File: src/include/sacr_pkg.sv
// Package: constants and types for the sub-audio control and status register block
// Overview of operation
// RULE1: Mode 000 tone decode; 001 data decode
// RULE2: 010 tone enc, 011 data enc, 100 tone
// RULE3: 101 data enc plus tone dec; 110 decoders
// RULE4: 111 data decode, transmit lowpass stays active
// RULE5: Bit 4 enables audio, else mid rail
// RULE6: Bit 3 inserts bandstop filter, else bypass
// RULE7: Bit 2 enables all interrupt sources
// RULE8: Bit 1 selects 180Hz, zero selects 260Hz
// RULE9: Bit 0 powersaves all encoders and decoders
// RULE10: Host must general reset before trusting registers
// RULE11: Command 01 clears control, status, timer
// RULE12: General reset leaves data registers untouched
// RULE13: After general reset device enters tone decode
// RULE14: Status read is 71/79 plus reply byte
// RULE15: Status bits 0-5 set independently, raise request
// RULE16: Status read returns contents, releases request
// RULE17: Bit 5 tx done, cleared write/reset/powersave
// RULE18: Bit 4 tx ready, cleared write/reset/powersave
// RULE19: Bit 3 overrun, cleared rx read/reset/powersave
// RULE20: Bit 2 rx byte, cleared rx read/reset/powersave
// RULE21: Bit 1 notone expiry, cleared status read
// RULE22: Bit 0 tone measured, cleared status read
// RULE23: Control write is 70/78 plus one byte
// RULE24: Address select picks first or second device
// RULE25: Notone timeout one-shot, armed by tone measurement
// RULE26: Status bits 7 and 6 read zero
// RULE27: Request only when enabled and status nonzero
package sacr_pkg;
   localparam logic [7:0] CMD_RESET = 8'h01;
   localparam logic [7:0] CMD_CTRL_WR = 8'h70;
   localparam logic [7:0] CMD_STAT_RD = 8'h71;
   localparam logic [7:0] CMD_RXDATA_RD = 8'h74;
   localparam logic [7:0] CMD_TXDATA_WR = 8'h75;
   localparam logic [7:0] DEV2_OFFSET = 8'h08;
   localparam logic [7:0] CTRL_RESET = 8'h00;
   localparam logic [7:0] STAT_RESET = 8'h00;
   localparam logic [7:0] STAT_USED = 8'h3f;
   localparam int BIT_TXDONE = 5;
   localparam int BIT_TXRDY = 4;
   localparam int BIT_OVR = 3;
   localparam int BIT_RXAV = 2;
   localparam int BIT_NOTONE = 1;
   localparam int BIT_TONE = 0;
   localparam logic [2:0] BYTE_LAST = 3'h7;

   typedef enum logic [2:0] {
      SACR_MODE_TONE_DEC = 3'b000,
      SACR_MODE_DATA_DEC = 3'b001,
      SACR_MODE_TONE_ENC = 3'b010,
      SACR_MODE_DATA_ENC = 3'b011,
      SACR_MODE_TONE_ENC_DEC = 3'b100,
      SACR_MODE_DENC_TDEC = 3'b101,
      SACR_MODE_BOTH_DEC = 3'b110,
      SACR_MODE_DATA_DEC_LP = 3'b111
   } sacr_mode_t;

   typedef struct packed {
      sacr_mode_t mode;
      logic audio_en;
      logic bandstop_en;
      logic irq_en;
      logic rx_bw_180;
      logic save_all;
   } sacr_ctrl_t;

   typedef struct packed {
      logic tone_dec;
      logic data_dec;
      logic tone_enc;
      logic data_enc;
      logic tx_low_pass_stage;
   } sacr_enables_t;

   typedef struct packed {
      logic tx_done;
      logic tx_ready;
      logic rx_byte;
      logic rx_overrun;
      logic notone;
      logic tone_done;
   } sacr_events_t;

   typedef enum logic [1:0] {
      SACR_ST_CMD = 2'b00,
      SACR_ST_CTRL = 2'b01,
      SACR_ST_REPLY = 2'b10,
      SACR_ST_SKIP = 2'b11
   } sacr_state_t;
endpackage

File: src/rtl/sacr_sync.sv
// Two-flop synchroniser for one input from outside the clock domain
module sacr_sync (
   input wire logic clk,
   input wire logic sys_rst,
   input wire logic d,
   output logic q
);
   logic [1:0] s_q;
   always_ff @(posedge clk) begin
      if (sys_rst) begin
         s_q <= 2'b00;
      end else begin
         s_q <= {s_q[0], d};
      end
   end
   assign q = s_q[1];
endmodule

File: src/rtl/sacr_regs.sv
// Serial command decoder, control register and status register of the sub-audio processor
module sacr_regs (
   input wire logic clk,
   input wire logic sys_rst,
   input wire logic bus_sclk,
   input wire logic bus_cs_n,
   input wire logic bus_cmd,
   input wire logic addr_sel,
   input wire sacr_pkg::sacr_events_t ev,
   output logic bus_reply,
   output logic irq_n,
   output sacr_pkg::sacr_ctrl_t ctrl,
   output sacr_pkg::sacr_enables_t enables,
   output logic audio_mid_rail_level,
   output logic notone_discharge,
   output logic txdata_wr,
   output logic rxdata_rd
);
   typedef struct packed {
      sacr_pkg::sacr_state_t st;
      logic sclk_prev;
      logic [7:0] sh;
      logic [2:0] cnt;
      sacr_pkg::sacr_ctrl_t ctrl;
      logic [7:0] stat;
      logic [7:0] rep;
      logic armed;
      logic reply;
      logic irq_n;
      logic mid;
      logic dis;
      logic txw;
      logic rxr;
      sacr_pkg::sacr_enables_t en;
   } sacr_regs_t;

   sacr_regs_t r_q;
   sacr_regs_t r_d;
   logic sclk_s;
   logic cs_n_s;
   logic cmd_s;
   logic asel_s;
   logic sclk_rise;
   logic sclk_fall;
   logic [7:0] byte_in;
   logic [7:0] dev_off;
   logic byte_done;
   logic greset;
   logic ctrl_sel;
   logic stat_rd;
   logic rx_rd;
   logic tx_wr;
   logic ctrl_wr;
   logic [7:0] ev_set;
   logic [7:0] ev_clr;

   // Bus pins come from the host and are asynchronous to clk
   sacr_sync sacr_sync_sclk (
      .clk(clk),
      .sys_rst(sys_rst),
      .d(bus_sclk),
      .q(sclk_s)
   );
   sacr_sync sacr_sync_cs (
      .clk(clk),
      .sys_rst(sys_rst),
      .d(bus_cs_n),
      .q(cs_n_s)
   );
   sacr_sync sacr_sync_cmd (
      .clk(clk),
      .sys_rst(sys_rst),
      .d(bus_cmd),
      .q(cmd_s)
   );
   sacr_sync sacr_sync_asel (
      .clk(clk),
      .sys_rst(sys_rst),
      .d(addr_sel),
      .q(asel_s)
   );

   always_comb begin
      sclk_rise = sclk_s && !r_q.sclk_prev;
      sclk_fall = !sclk_s && r_q.sclk_prev;
      byte_in = {r_q.sh[6:0], cmd_s};
      byte_done = sclk_rise && !cs_n_s && (r_q.cnt == sacr_pkg::BYTE_LAST);
      // Second device answers the same commands, all but general reset moved up by a fixed step
      if (asel_s) begin
         dev_off = sacr_pkg::DEV2_OFFSET; // RULE24
      end else begin
         dev_off = 8'h00;
      end
      greset = 1'b0;
      ctrl_sel = 1'b0;
      stat_rd = 1'b0;
      rx_rd = 1'b0;
      tx_wr = 1'b0;
      ctrl_wr = 1'b0;
      if (byte_done && (r_q.st == sacr_pkg::SACR_ST_CMD)) begin
         // General reset reaches every device on the bus, so it carries no offset
         if (byte_in == sacr_pkg::CMD_RESET) begin
            greset = 1'b1; // RULE11
         end else if (byte_in == 8'(sacr_pkg::CMD_CTRL_WR + dev_off)) begin
            ctrl_sel = 1'b1; // RULE23
         end else if (byte_in == 8'(sacr_pkg::CMD_STAT_RD + dev_off)) begin
            stat_rd = 1'b1; // RULE14
         end else if (byte_in == 8'(sacr_pkg::CMD_RXDATA_RD + dev_off)) begin
            rx_rd = 1'b1;
         end else if (byte_in == 8'(sacr_pkg::CMD_TXDATA_WR + dev_off)) begin
            tx_wr = 1'b1;
         end
      end
      if (byte_done && (r_q.st == sacr_pkg::SACR_ST_CTRL)) begin
         ctrl_wr = 1'b1;
      end
   end

   always_comb begin
      ev_set = 8'h00;
      ev_set[sacr_pkg::BIT_TXDONE] = ev.tx_done; // RULE17
      ev_set[sacr_pkg::BIT_TXRDY] = ev.tx_ready; // RULE18
      ev_set[sacr_pkg::BIT_OVR] = ev.rx_overrun; // RULE19
      ev_set[sacr_pkg::BIT_RXAV] = ev.rx_byte; // RULE20
      // Notone only counts once a tone has been measured, and only once
      ev_set[sacr_pkg::BIT_NOTONE] = ev.notone && r_q.armed; // RULE21 RULE25
      ev_set[sacr_pkg::BIT_TONE] = ev.tone_done; // RULE22 RULE15
      ev_clr = 8'h00;
      ev_clr[sacr_pkg::BIT_TXDONE] = tx_wr || !r_q.en.data_enc || greset; // RULE17
      ev_clr[sacr_pkg::BIT_TXRDY] = tx_wr || !r_q.en.data_enc || greset; // RULE18
      ev_clr[sacr_pkg::BIT_OVR] = rx_rd || !r_q.en.data_dec || greset; // RULE19
      ev_clr[sacr_pkg::BIT_RXAV] = rx_rd || !r_q.en.data_dec || greset; // RULE20
      ev_clr[sacr_pkg::BIT_NOTONE] = stat_rd || !r_q.en.tone_dec || greset; // RULE21
      ev_clr[sacr_pkg::BIT_TONE] = stat_rd || !r_q.en.tone_dec || greset; // RULE22
   end

   always_comb begin
      r_d = r_q;
      r_d.sclk_prev = sclk_s;
      r_d.dis = greset; // RULE11
      r_d.txw = tx_wr;
      r_d.rxr = rx_rd;
      if (cs_n_s) begin
         // Deselect ends a frame wherever it stood, so a cut frame leaves no half byte
         r_d.st = sacr_pkg::SACR_ST_CMD;
         r_d.cnt = 3'h0;
         r_d.reply = 1'b0;
      end else if (sclk_rise) begin
         r_d.sh = byte_in;
         r_d.cnt = 3'(r_q.cnt + 3'h1);
         if (byte_done) begin
            case (r_q.st)
               sacr_pkg::SACR_ST_CMD: begin
                  if (ctrl_sel) begin
                     r_d.st = sacr_pkg::SACR_ST_CTRL;
                  end else if (stat_rd) begin
                     r_d.st = sacr_pkg::SACR_ST_REPLY;
                  end else begin
                     r_d.st = sacr_pkg::SACR_ST_SKIP;
                  end
               end
               sacr_pkg::SACR_ST_CTRL: begin
                  r_d.st = sacr_pkg::SACR_ST_SKIP;
               end
               default: begin
                  r_d.st = r_q.st;
               end
            endcase
         end
      end else if (sclk_fall && (r_q.st == sacr_pkg::SACR_ST_REPLY)) begin
         // Reply changes on the falling edge so it is settled at the host's rising edge
         r_d.reply = r_q.rep[7]; // RULE14
         r_d.rep = {r_q.rep[6:0], 1'b0};
      end
      if (stat_rd) begin
         r_d.rep = r_q.stat & sacr_pkg::STAT_USED; // RULE16
      end
      if (greset) begin
         r_d.ctrl = sacr_pkg::sacr_ctrl_t'(sacr_pkg::CTRL_RESET); // RULE11 RULE12 RULE13
      end else if (ctrl_wr) begin
         r_d.ctrl = sacr_pkg::sacr_ctrl_t'(byte_in); // RULE23 RULE6 RULE8
      end
      r_d.stat = ((r_q.stat & ~ev_clr) | ev_set) & sacr_pkg::STAT_USED; // RULE15 RULE26
      if (ev.tone_done) begin
         r_d.armed = 1'b1; // RULE25
      end else if (greset || ev_set[sacr_pkg::BIT_NOTONE]) begin
         r_d.armed = 1'b0;
      end
      r_d.en = '0;
      case (r_d.ctrl.mode)
         sacr_pkg::SACR_MODE_TONE_DEC: begin
            r_d.en.tone_dec = 1'b1; // RULE1
         end
         sacr_pkg::SACR_MODE_DATA_DEC: begin
            r_d.en.data_dec = 1'b1; // RULE1
         end
         sacr_pkg::SACR_MODE_TONE_ENC: begin
            r_d.en.tone_enc = 1'b1; // RULE2
            r_d.en.tx_low_pass_stage = 1'b1;
         end
         sacr_pkg::SACR_MODE_DATA_ENC: begin
            r_d.en.data_enc = 1'b1; // RULE2
            r_d.en.tx_low_pass_stage = 1'b1;
         end
         sacr_pkg::SACR_MODE_TONE_ENC_DEC: begin
            r_d.en.tone_enc = 1'b1; // RULE2
            r_d.en.tone_dec = 1'b1;
            r_d.en.tx_low_pass_stage = 1'b1;
         end
         sacr_pkg::SACR_MODE_DENC_TDEC: begin
            r_d.en.data_enc = 1'b1; // RULE3
            r_d.en.tone_dec = 1'b1;
            r_d.en.tx_low_pass_stage = 1'b1;
         end
         sacr_pkg::SACR_MODE_BOTH_DEC: begin
            r_d.en.tone_dec = 1'b1; // RULE3
            r_d.en.data_dec = 1'b1;
         end
         default: begin
            // Data decode with the transmit lowpass stage kept alive
            r_d.en.data_dec = 1'b1; // RULE4
            r_d.en.tx_low_pass_stage = 1'b1; // RULE4
         end
      endcase
      if (r_d.ctrl.save_all) begin
         r_d.en = '0; // RULE9
      end
      r_d.mid = !r_d.ctrl.audio_en; // RULE5
      r_d.irq_n = !(r_q.ctrl.irq_en && ((r_q.stat & sacr_pkg::STAT_USED) != 8'h00)); // RULE7 RULE27
      if (sys_rst) begin
         // Contents are unknown until a general reset; sys_rst only gives a known start
         r_d.st = sacr_pkg::SACR_ST_CMD; // RULE10
         r_d.sclk_prev = 1'b0;
         r_d.sh = 8'h00;
         r_d.cnt = 3'h0;
         r_d.ctrl = sacr_pkg::sacr_ctrl_t'(sacr_pkg::CTRL_RESET);
         r_d.stat = sacr_pkg::STAT_RESET;
         r_d.rep = 8'h00;
         r_d.armed = 1'b0;
         r_d.reply = 1'b0;
         r_d.irq_n = 1'b1;
         r_d.mid = 1'b1;
         r_d.dis = 1'b0;
         r_d.txw = 1'b0;
         r_d.rxr = 1'b0;
         r_d.en = '0;
         r_d.en.tone_dec = 1'b1;
      end
   end

   always_ff @(posedge clk) begin
      r_q <= r_d;
   end

   // Every output comes straight from the state register
   assign bus_reply = r_q.reply;
   assign irq_n = r_q.irq_n;
   assign ctrl = r_q.ctrl;
   assign enables = r_q.en;
   assign audio_mid_rail_level = r_q.mid;
   assign notone_discharge = r_q.dis;
   assign txdata_wr = r_q.txw;
   assign rxdata_rd = r_q.rxr;

   // Checks on the register behaviour
   AST_STAT_UNUSED_ZERO: assert property (@(posedge clk) disable iff (sys_rst) // RULE26
      (r_q.stat & ~sacr_pkg::STAT_USED) == 8'h00)
      else $error("unused status bits are set");

   AST_IRQ_NEEDS_ENABLE: assert property (@(posedge clk) disable iff (sys_rst) // RULE7 RULE27
      !irq_n |-> $past(r_q.ctrl.irq_en))
      else $error("request raised while interrupts disabled");

   AST_IRQ_ON_STATUS: assert property (@(posedge clk) disable iff (sys_rst) // RULE15
      $past(r_q.ctrl.irq_en) && $past(r_q.stat[sacr_pkg::BIT_TONE]) |-> !irq_n)
      else $error("status bit set but no request");

   AST_GRESET_CTRL: assert property (@(posedge clk) disable iff (sys_rst) // RULE11 RULE13
      $past(greset) |-> (r_q.ctrl == sacr_pkg::CTRL_RESET) && r_q.en.tone_dec)
      else $error("general reset did not restore tone decode");

   AST_SAVE_ALL_OFF: assert property (@(posedge clk) disable iff (sys_rst) // RULE9
      r_q.ctrl.save_all |-> (r_q.en == '0))
      else $error("function enabled under global powersave");

   AST_NOTONE_ARMED: assert property (@(posedge clk) disable iff (sys_rst) // RULE25
      $rose(r_q.stat[sacr_pkg::BIT_NOTONE]) |-> $past(r_q.armed))
      else $error("notone flag set while unarmed");

   AST_STAT_READ_CLR: assert property (@(posedge clk) disable iff (sys_rst) // RULE22
      $past(stat_rd) && !$past(ev.tone_done) |-> !r_q.stat[sacr_pkg::BIT_TONE])
      else $error("status read left tone flag set");

   AST_MID_RAIL: assert property (@(posedge clk) disable iff (sys_rst) // RULE5
      r_q.mid == !r_q.ctrl.audio_en)
      else $error("audio mid rail level wrong");

   // Main scenarios to see in simulation
   COV_CTRL_WRITE: cover property (@(posedge clk) disable iff (sys_rst)
      ctrl_wr);
   COV_STATUS_READ: cover property (@(posedge clk) disable iff (sys_rst)
      stat_rd);
   COV_IRQ_RAISED: cover property (@(posedge clk) disable iff (sys_rst)
      $fell(r_q.irq_n));
   COV_GENERAL_RESET: cover property (@(posedge clk) disable iff (sys_rst)
      greset);
endmodule

File: config.mk
export PLATFORM = sky130hd
export DESIGN_NAME = sacr_regs
export DESIGN_NICKNAME = d
export VERILOG_FILES = /design/src/include/sacr_pkg.sv /design/src/rtl/sacr_sync.sv /design/src/rtl/sacr_regs.sv
export SDC_FILE = /design/constraint.sdc
export NUM_CORES = 1
export LEC_CHECK = 0
export ABC_CLOCK_PERIOD_IN_PS = 2900
export BUFFER_PORTS_ARGS = -buffer_cell sky130_fd_sc_hd__buf_2
export CORE_MARGIN = 2
export CORE_UTILIZATION = 30
export CTS_CLUSTER_DIAMETER = 80
export DETAILED_ROUTE_END_ITERATION = 16
export GPL_TIMING_DRIVEN = 0
export SETUP_SLACK_MARGIN = 0.02
export SYNTH_ARGS = -nofsm -noshare
export SYNTH_HDL_FRONTEND = slang
export SYNTH_HIERARCHICAL = 1
export SYNTH_SLANG_ARGS = --single-unit
File: constraint.sdc
create_clock -name clk -period 2.9 [get_ports clk]
set_input_delay 0.725 -clock clk [delete_from_list [all_inputs] [get_ports clk]]
set_output_delay 0.725 -clock clk [all_outputs]
set_load 0.02 [all_outputs]
==> qor.yml, run 1 <==
synth-edff-count: 0
ir_drop_uv: 193
synth-seq-cells: 55
synthCells: 246
slew_headroom_pct: 63.7
status: "complete, no violations"
die_x_um: 93.6
period_share_pct: 71.3
die_h_um: 93.6
reg2reg_slack_ps: 830
hpwlAfterDp_mm: 3.65
cts_tree: "done"
crit_family: "simple AND/OR/NAND/NOR gates"
leakage_nw: 1.12
crit_buf_inv: 1
grt_max_degree: 17
rsz0062_at_grt: "no"
antenna_left: 0
clock_path_buffers: 2
ys.flop_type: "dfxtp_1"
grt_overflow: 0
drt_iter0_markers: 71
p_per_area_mw_per_mm2: 483
yosys_warnings: 6
final_common_cell: "dfxtp_1"
postCtsSetupRepairBufs: 0
p_total_w: 0.00135
postCtsHoldBufs: 0
place_ws_ps: 781
cts_made_buffers: 5
clk_pin_slew_ps: 90
routedWlPerCell_um: 12.9
gp_congestion: 0.804
area_growth_syn_to_layout_pct: 16.4
drt_wl_total_mm: 4.96
worstSetupEndpointType: "register"
seq_area_mm2: 0.00110
worstSetupPathType: "reg2reg"
worst_ep_required_time_ps: 3110
first_global_vias: 1820
syn_nets: 260
postLayoutCoreUtil_pct: 36.1
cts_resized: 0
slowest_stage: "nor4b_2"
async_flop_share_pct: 0
drv_slew: 0
fin_tns_setup_ps: 0
clock_latency_ps: 310
tightest_slew_ps: 545
synth.distinct_cells: 52
clock_skew_ps: 10.7
arrival_ps: 2270
report.final.hold_viol_count: 0
seqPwrFrac_pct: 57.3
ff2ff_path_depth: 7
synth.area.top_cells: "dfxtp_1 (46%), mux2i_1 (8.3%), buf_4 (4.7%)"
cts_max_level: 2
firstDrtPassIters: 4
drive_above_1_share_pct: 24.6
p_comb_share_pct: 4.2
netlist_area_mm2: 0.00241
nNetsFinal: 297
start_kind: "register"
fmax_mhz: 484
p_int_w: 0.00107
io_buffers: 30
num-fill-cells: 837
cap_violations: 0
whs_path_depth: 1
yosysTopAreaCell: "dfxtp_1"
layout_common_cells: "dfxtp_1 (55), buf_2 (32), mux2i_1 (20)"
drc_errors: 0
clockRootBuffer: "clkbuf_8"
p_clk_share_pct: 38.5
multi_input_area_mm2: 0.00109
cp.depth: 7
crit_chain: "ha_1 > ha_1 > nor4b_2 > nand2_2 > or2_1 > buf_6 > a32o_1"
antenna_found_initial: 0
grt_util_all_layers_pct: 12.3
diodes: 0
critPathMostFrequentCell: "ha_1"
fin_crit_ps: 2070
synth_top_area_share_pct: 45.7
cp_max_fo: 9
setup_viol_count_final: 0
grt_pass1_wl_mm: 8.43
vias: 1849
synth_seq_area_share_pct: 45.7
floorplan.initialDensity_pct: 31.0
min-delay-path-class: "reg2reg"
fin_ws_ps: 833
via_per_inst: 4.79
ios: 31
avgSynthCellArea_um2: 9.80
die_area_mm2: 0.00877
critPathMaxStageDelay_ps: 390
fp.coreArea_mm2: 0.00777
swShare_pct: 20.8
cts.sinks: 55
p_switching_w: 0.000281
rows: 32
==> flip-flops by register name, indices dropped and copies added, names as in the netlist, 2 cells and up <==
name	flops
sacr_sync_sclk/s_q	2
sacr_sync_cmd/s_q	2
byte_in	7
enables	5
sacr_sync_asel/s_q	2
sacr_sync_cs/s_q	2
r_q	21
ctrl	8
==> stage by stage <==
step	instances	instance area [um^2]	hold WS (ps)
2_1_floorplan	246	2410	398
3_3_place_gp	378	2690	422
3_5_place_dp	378	2690	423
4_1_cts	386	2810	447
5_1_grt	386	2810	466
6_report	386	2810	443
==> Yosys cell counts, types with 3 or more instances <==
master    count
nor2_1       19
nand2_1      10
nor2b_1       9
buf_4        15
clkbuf_1      3
nand2_2       3
nor3b_1       4
nand4_1       6
nand3_1       8
a31oi_1       3
o211ai_1      4
o31ai_1       5
inv_1         5
a21oi_1      17
mux2i_1      20
nor3_1       10
dfxtp_1      55
==> cell families (layout without fill, tap and decap cells) <==
family	count (synthesis)	in the layout	synth area share (%)
muxes	20	20	8.31
and+or+nand+nor	92	92	23.0
xor gates and xnor gates	4	4	1.45
buffers and inverters	31	69	9.09
adders and majority gates	4	4	1.87
AOI/OAI and AO/OA	40	40	10.6
DFF	55	55	45.7
==> worst register-to-register path, stage by stage (launching register included) <==
cell and delay, ps:
dfxtp_1 360, ha_1 160, ha_1 220, nor4b_2 390, nand2_2 200, or2_1 260, buf_6 130, a32o_1 230
==> worst paths after layout <==
check,from,end
worst max-delay path,r_q[36]$_SDFFE_PP0N_,r_q[48]$_SDFFE_PP0P_
worst min-delay path,sacr_sync_cmd/s_q[0]$_SDFF_PP0_,sacr_sync_cmd/s_q[1]$_SDFF_PP0_
worst max register to register,r_q[36]$_SDFFE_PP0N_,r_q[48]$_SDFFE_PP0P_
worst min register to register,sacr_sync_cmd/s_q[0]$_SDFF_PP0_,sacr_sync_cmd/s_q[1]$_SDFF_PP0_
==> power groups by stage <==
stage | clock network (W) | registers (W) | logic [W]
final | 0.000521 | 0.000776 | 0.0000567
after global routing | 0.000564 | 0.000778 | 0.0000642
after CTS | 0.000542 | 0.000776 | 0.0000576
after detailed placement | 0 | 0.000794 | 0.0000578
after global placement | 0 | 0.000793 | 0.0000568
after floorplan | 0 | 0.000791 | 0.0000382
==> per-layer routing <==
metal | global-route usage [%] | up-vias | wire, um
met2 | 18.9 | 32 | 2130
li1 | - | 937 | -
met3 | 2.74 | 10 | 165
met4 | 4.59 | 0 | 77
met1 | 16.8 | 870 | 2590
met5 | 0 | - | 0
==> final cells by class <==
type | count | area share, %
flip-flops and latches | 55 | 39.3
plain buffers | 26 | 7.14
multi-input cells | 160 | 38.8
clock inverters | 2 | 1.25
clock buffers | 6 | 2.94
repair buffers | 30 | 5.35
well taps | 102 | 4.55
inverters | 5 | 0.669
Note: power is estimated with default switching activity, not from simulation.
==> run 2: changes to the inputs <==
--- a/config.mk
+++ b/config.mk
@@ -5,7 +5,8 @@
 export SDC_FILE = /design/constraint.sdc
 export NUM_CORES = 1
 export LEC_CHECK = 0
-export ABC_CLOCK_PERIOD_IN_PS = 2900
+export ABC_AREA = 1
+export ABC_CLOCK_PERIOD_IN_PS = 1750
 export BUFFER_PORTS_ARGS = -buffer_cell sky130_fd_sc_hd__buf_2
 export CORE_MARGIN = 2
 export CORE_UTILIZATION = 30
==> constraint.sdc (replaced) <==
create_clock -name clk -period 1.75 [get_ports clk]
set_input_delay 0.4375 -clock clk [delete_from_list [all_inputs] [get_ports clk]]
set_output_delay 0.4375 -clock clk [all_outputs]
set_load 0.02 [all_outputs]
==> qor.yml, run 2 <==
fp.coreArea_mm2: 0.00761  # -2.1%
worst_ep_required_time_ps: 1930  # -1180 ps
io_buffers: 30  # unchanged
yosysMostFrequentCell: "nand2_1"
slowest_stage: "dfxtp_2"
synth-edff-count: 0  # unchanged
grt_pass1_wl_mm: 7.53  # -11%
yosys_warnings: 6  # unchanged
final_common_cell: "nand2_1"
drt_iter0_markers: 60  # -15%
clock_path_buffers: 2  # unchanged
synth_top_area_share_pct: 47.4  # +1.7 points
period_share_pct: 94.0  # +23 points
fin_ws_ps: 105  # -727 ps
fin_cells: 455  # +18%
firstDrtPassIters: 4  # unchanged
hpwlAfterDp_mm: 3.35  # -8.4%
netlist_area_mm2: 0.00232  # -3.6%
die_area_mm2: 0.00846  # -3.5%
clockRootBuffer: "clkbuf_8"
cts_max_level: 2  # unchanged
first_global_vias: 1704  # -6.4%
drv_slew: 0  # unchanged
start_kind: "register"
antenna_found_initial: 0  # unchanged
regMostFlops: "r_q"
drt_wl_total_mm: 4.63  # -6.7%
ff2ff_path_depth: 9  # +2
grt_util_all_layers_pct: 10.9  # -1.3 points
cts_made_buffers: 5  # unchanged
nNetsFinal: 367  # +24%
antenna_left: 0  # unchanged
postCtsHoldBufs: 0  # unchanged
largest_reg_flops: 21  # unchanged
grt_overflow: 0  # unchanged
cp.depth: 9  # +2
diodes: 0  # unchanged
crit_family: "simple AND/OR/NAND/NOR gates"
area_growth_syn_to_layout_pct: 20.2
num-fill-cells: 831  # -0.72%
postLayoutCoreUtil_pct: 36.7  # +0.56 points
crit_buf_inv: 1  # unchanged
setup_viol_count_final: 0  # unchanged
grt_max_degree: 16  # -1
clock_latency_ps: 300  # about the same
rsz0062_at_grt: "yes"
fmax_mhz: 608  # +26%
critPathMaxStageDelay_ps: 360  # -30 ps
ir_drop_uv: 266  # +38%
fin_crit_ps: 1640  # -423 ps
rows: 32  # unchanged
p_per_area_mw_per_mm2: 797  # +65%
avgSynthCellArea_um2: 7.44  # -24%
place_ws_ps: -98.4  # -879 ps
cp_max_fo: 7  # -2
synth_seq_area_share_pct: 47.4  # +1.7 points
die_x_um: 92.0  # -1.8%
floorplan.initialDensity_pct: 30.5  # -0.50 points
ios: 31  # unchanged
status: "complete, no violations"
ys.flop_type: "dfxtp_1"
min-delay-path-class: "in2reg"
gp_congestion: 0.779  # -3.1%
cts.sinks: 55  # unchanged
tightest_slew_ps: 510  # -35.1 ps
clock_skew_ps: 7.95  # -2.74 ps
vias: 1986  # +7.4%
async_flop_share_pct: 0  # unchanged
worstSetupEndpointType: "register"
leakage_nw: 1.30  # +16%
synth.area.top_cells: "dfxtp_1 (47%), nand2_1 (9.2%), inv_1 (7.6%)"
layout_common_cells: "nand2_1 (57), dfxtp_1 (53), inv_1 (46)"
synthCells: 312  # +27%
cts_tree: "done"
synth-seq-cells: 55  # unchanged
routedWlPerCell_um: 10.2  # -21%
via_per_inst: 4.36  # -8.9%
clk_pin_slew_ps: 90  # about the same
cap_violations: 0  # unchanged
yosysTopAreaCell: "dfxtp_1"
drc_errors: 0  # unchanged
die_h_um: 92.0  # -1.8%
arrival_ps: 1830  # -440 ps
whs_path_depth: 3  # +2
syn_nets: 326  # +25%
post-place-cells: 444  # +17%
crit_chain: "ha_4 > ha_4 > nand4_1 > nor2_2 > inv_2 > nor2_4 > nor2_4 > a21oi_1 > nor2_1"
report.final.hold_viol_count: 0  # unchanged
slew_headroom_pct: 66.0  # +2.3 points
ys_top_cells_by_count: "nand2_1 (57), dfxtp_1 (55), inv_1 (47)"
synth.distinct_cells: 26  # -50%
worstSetupPathType: "reg2reg"
drive_above_1_share_pct: 23.5  # -1.1 points
run 2: cell count changes in the layout (fill, tap and decap cells not counted), sizes merged, moves of 6 or more:
| cell | previous run | this run |
|---|---|---|
| nor3 | 10 | 1 |
| mux2i | 20 | 1 |
| a21oi | 17 | 31 |
| nand3 | 8 | 14 |
| inv | 5 | 50 |
| nor2 | 20 | 53 |
| nand2 | 13 | 60 |
| nor2b | 9 | 0 |
| o21ai | 2 | 13 |
run 2: through the flow:
stage                     TNS (ps)  power (W)  hold slack [ps]  instance area [um^2]
after floorplan                  0    0.00140              388                  2320
after global placement        -717    0.00144              392                  2600
after detailed placement     -1000    0.00144              397                  2600
after CTS                        0    0.00224              321                  2750
after global routing         -13.2    0.00231              336                  2790
final                            0    0.00222              332                  2790
run 2: power breakdown:
part	internal, W	switching (W)
Sequential	0.00128	0.0000234
Combinational	0.0000431	0.0000703
Clock	0.000420	0.000386
run 2: cells by family (layout without fill, tap and decap cells):
group / Yosys count / after routing / synth area share [%]
fa+ha+maj: 2 / 2 / 1.08
flops: 55 / 55 / 47.4
xor+xnor: 1 / 1 / 0.377
buf+inv: 69 / 110 / 13.8
compound gates: 45 / 45 / 9.97
mux: 1 / 1 / 0.431
simple gates: 139 / 139 / 26.9
run 2: area by class of cell:
type                       instances  area (um^2)  share of cell area, %
multi-input combinational        188          956                   34.3
tap                              102          128                   4.57
sequential                        55         1100                   39.6
timing repair buffer              35          188                   6.73
clock inverter                     1         30.0                   1.08
clock buffer                       6         72.6                   2.60
inverter                          50          188                   6.73
buffer                            18          125                   4.48
run 2: repair_timing:
action	CTS	global route
gates resized for setup	7	9
setup buffers	3	2
setup endpoints to repair	22	26
pin swaps	4	7
run 2: tightest hold or removal path, cell delays in order:
cell	delay [ps]
buf_2	90
inv_1	40
nor2_1	30
run 2: worst paths after layout:
path | endpoint | startpoint | slack (ps)
worst min-delay path | sacr_sync_asel/s_q[0]$_SDFF_PP0_ | addr_sel | 330
worst max register to register | r_q[13]$_SDFFE_PP0P_ | r_q[37]$_SDFFE_PP0N_ | 110
worst min register to register | sacr_sync_asel/s_q[1]$_SDFF_PP0_ | sacr_sync_asel/s_q[0]$_SDFF_PP0_ | 410
worst max-delay path | r_q[13]$_SDFFE_PP0P_ | r_q[37]$_SDFFE_PP0N_ | 110
run 2: per-layer routing:
layer / GRT usage, % / vias up / wire, um
li1: - / 1043 / -
met1: 14.1 / 895 / 2220
met2: 18.0 / 37 / 2130
met3: 2.63 / 11 / 183
met4: 3.73 / 0 / 104
met5: 0 / - / 0
==> run 3: changes to the inputs <==
--- a/config.mk
+++ b/config.mk
@@ -16,5 +16,4 @@
 export SETUP_SLACK_MARGIN = 0.02
 export SYNTH_ARGS = -nofsm -noshare
 export SYNTH_HDL_FRONTEND = slang
-export SYNTH_HIERARCHICAL = 1
 export SYNTH_SLANG_ARGS = --single-unit
==> qor.yml, run 3 <==
ys.flop_type: "dfxtp_1"
die_x_um: 93.0  # +1.1%
synth.area.top_cells: "dfxtp_1 (46%), nand2_1 (8.4%), nor2_1 (7.4%)"
crit_buf_inv: 1  # unchanged
start_kind: "register"
yosysTopAreaCell: "dfxtp_1"
stdcell_area_mm2: 0.00288  # +3.1%
slew_headroom_pct: 63.9  # -2.1 points
grt_util_all_layers_pct: 11.9  # +0.96 points
layout_common_cells: "nand2_1 (53), dfxtp_1 (53), nor2_1 (46)"
yosysMostFrequentCell: "dfxtp_1"
min-delay-path-class: "in2reg"
clock_skew_ps: 7.85  # -0.0988 ps
gp_congestion: 0.781  # +0.30%
drt_iter0_markers: 80  # +33%
first_global_vias: 1804  # +5.9%
avgSynthCellArea_um2: 7.61  # +2.2%
p_per_area_mw_per_mm2: 790  # -0.88%
synthCells: 312  # unchanged
die_h_um: 93.0  # +1.1%
netlist_area_mm2: 0.00237  # +2.2%
synth_seq_area_share_pct: 46.4  # -1.0 points
hpwlAfterDp_mm: 3.55  # +6.0%
crit_family: "simple AND/OR/NAND/NOR gates"
clock_path_buffers: 2  # unchanged
fp.coreArea_mm2: 0.00769  # +1.1%
synth-seq-cells: 55  # unchanged
critPathMaxStageDelay_ps: 370  # about the same
drc_errors: 0  # unchanged
cts_max_level: 2  # unchanged
clockRootBuffer: "clkbuf_8"
routedWlPerCell_um: 10.6  # +3.9%
swShare_pct: 21.4  # -0.14 points
fin_crit_ps: 1610  # -34.2 ps
slowest_stage: "dfxtp_2"
fmax_mhz: 621  # +2.1%
p_comb_share_pct: 5.0  # about the same
cap_violations: 0  # unchanged
worstSetupPathType: "reg2reg"
setup_viol_count_final: 0  # unchanged
worstSetupEndpointType: "register"
drv_slew: 0  # unchanged
report.final.hold_viol_count: 0  # unchanged
ir_drop_uv: 455  # +71%
via_per_inst: 4.34  # -0.49%
async_flop_share_pct: 0  # unchanged
ios: 31  # unchanged
rows: 32  # unchanged
placed_area_mm2: 0.00265  # +1.8%
grt_pass1_wl_mm: 8.25  # +9.4%
clk_pin_slew_ps: 90  # about the same
p_int_w: 0.00179  # +2.4%
ys_top_cells_by_count: "dfxtp_1 (55), nand2_1 (53), nor2_1 (47)"
yosys_warnings: 0  # -6
synth.distinct_cells: 32  # +23%
largest_reg_flops: 21  # unchanged
syn_nets: 326  # unchanged
critPathMostFrequentCell: "ha_4"
nNetsFinal: 368  # +0.27%
cts_tree: "done"
cts.sinks: 55  # unchanged
clock_latency_ps: 310  # about the same
p_switching_w: 0.000487  # +1.6%
synth-edff-count: 0  # unchanged
vias: 1985  # -0.050%
regMostFlops: "r_q"
area_growth_syn_to_layout_pct: 21.2
whs_ps: 332  # -0.0180 ps
die_area_mm2: 0.00864  # +2.1%
antenna_left: 0  # unchanged
postCtsHoldBufs: 0  # unchanged
p_clk_share_pct: 37.5  # +1.3 points
status: "complete, no violations"
tightest_slew_ps: 542  # +31.4 ps
period_share_pct: 92.0  # -2.0 points
worst_ep_required_time_ps: 2000  # +70 ps
diodes: 0  # unchanged
arrival_ps: 1860  # +30 ps
seqPwrFrac_pct: 57.5  # -1.2 points
io_buffers: 29  # -3.3%
cts_made_buffers: 5  # unchanged
leakage_nw: 1.34  # +3.1%
grt_overflow: 0  # unchanged
grt_max_degree: 17  # +1
antenna_found_initial: 0  # unchanged
crit_chain: "ha_4 > ha_4 > nand4_1 > nor2_4 > nand2_4 > buf_8 > a31oi_4 > nand2_1 > nor2_1"
drive_above_1_share_pct: 23.7  # +0.15 points
floorplan.initialDensity_pct: 30.9  # +0.35 points
synth_top_area_share_pct: 46.4  # -1.0 points
firstDrtPassIters: 4  # unchanged
fin_tns_setup_ps: 0  # unchanged
cp_max_fo: 5  # -2
drt_wl_total_mm: 4.83  # +4.3%
run 3: cell types whose count changed after synthesis, sizes merged, moves of 2 or more:
cell	delta
a211oi	+2
a21oi	-11
inv	-2
nand3	+3
nand4	-3
o21ai	+7
run 3: metal layers:
layer,share of wire [%],up-vias,track usage [%],routed length (um)
li1,-,1046,-,-
met1,48,887,15.7,2340
met2,46,42,18.9,2240
met3,3.4,10,2.69,165
met4,1.8,0,4.53,85
met5,0,-,0,0
run 3: power groups by stage:
stage                     combinational (W)  clock (W)  sequential (W)
after floorplan                   0.0000806          0         0.00133
after global placement             0.000111          0         0.00133
after detailed placement           0.000114          0         0.00133
after CTS                          0.000114   0.000882         0.00130
after global routing               0.000135   0.000922         0.00131
final                              0.000114   0.000853         0.00131
run 3: cells by family after synthesis:
family	share of synthesized area, %
AOI/OAI and AO/OA	10.7
adders and majority gates	1.05
and+or+nand+nor	28.0
buffers and inverters	13.5
DFF	46.4
xor gates and xnor gates	0.369
run 3: repair_timing:
action,CTS,global route
pin swaps,2,4
buffers inserted,1,4
gates cloned,0,1
setup endpoints to repair,18,21
resized for setup,2,8
run 3: area by class of cell:
class | instances | area [um^2]
plain buffers | 20 | 144
clock buffers | 6 | 82.6
clock inverters | 2 | 35.0
fillers | 816 | 4810
inverters | 48 | 180
multi-input cells | 189 | 985
flip-flops and latches | 55 | 1100
well taps | 102 | 128
repair buffers | 35 | 220
run 3: path summary, 6_finish.rpt:
check / slack (ps) / from / depth (start not counted) / endpoint
setup / recovery: 140 / r_q[36]$_SDFFE_PP0N_ / 9 / enables[3]$_SDFF_PP0_
hold / removal: 330 / bus_cs_n / 3 / sacr_sync_cs.s_q[0]$_SDFF_PP0_
setup reg to reg: 140 / r_q[36]$_SDFFE_PP0N_ / 9 / enables[3]$_SDFF_PP0_
hold reg to reg: 400 / sacr_sync_asel.s_q[0]$_SDFF_PP0_ / 2 / sacr_sync_asel.s_q[1]$_SDFF_PP0_
run 3: through the flow:
step / instances / power [W] / worst slack (ps) / utilization (%)
floorplan: 312 / 0.00141 / 142 / -
global placement: 443 / 0.00144 / -45.5 / 34.4
detailed placement: 443 / 0.00145 / -65.1 / 34.4
CTS: 452 / 0.00230 / 29.2 / 36.2
global route: 457 / 0.00237 / -21.6 / 37.4
finish: 457 / 0.00227 / 140 / 37.4
run 3: worst reg2reg max path: cells and delay by family, from the launching register on:
family	cells	cell delay, ps
adder cells (fa/ha/maj)	2	280
AND/OR/NAND/NOR	5	590
AO/OA/AOI/OAI	1	170
flip-flops	1	370
buffers and inverters	1	150
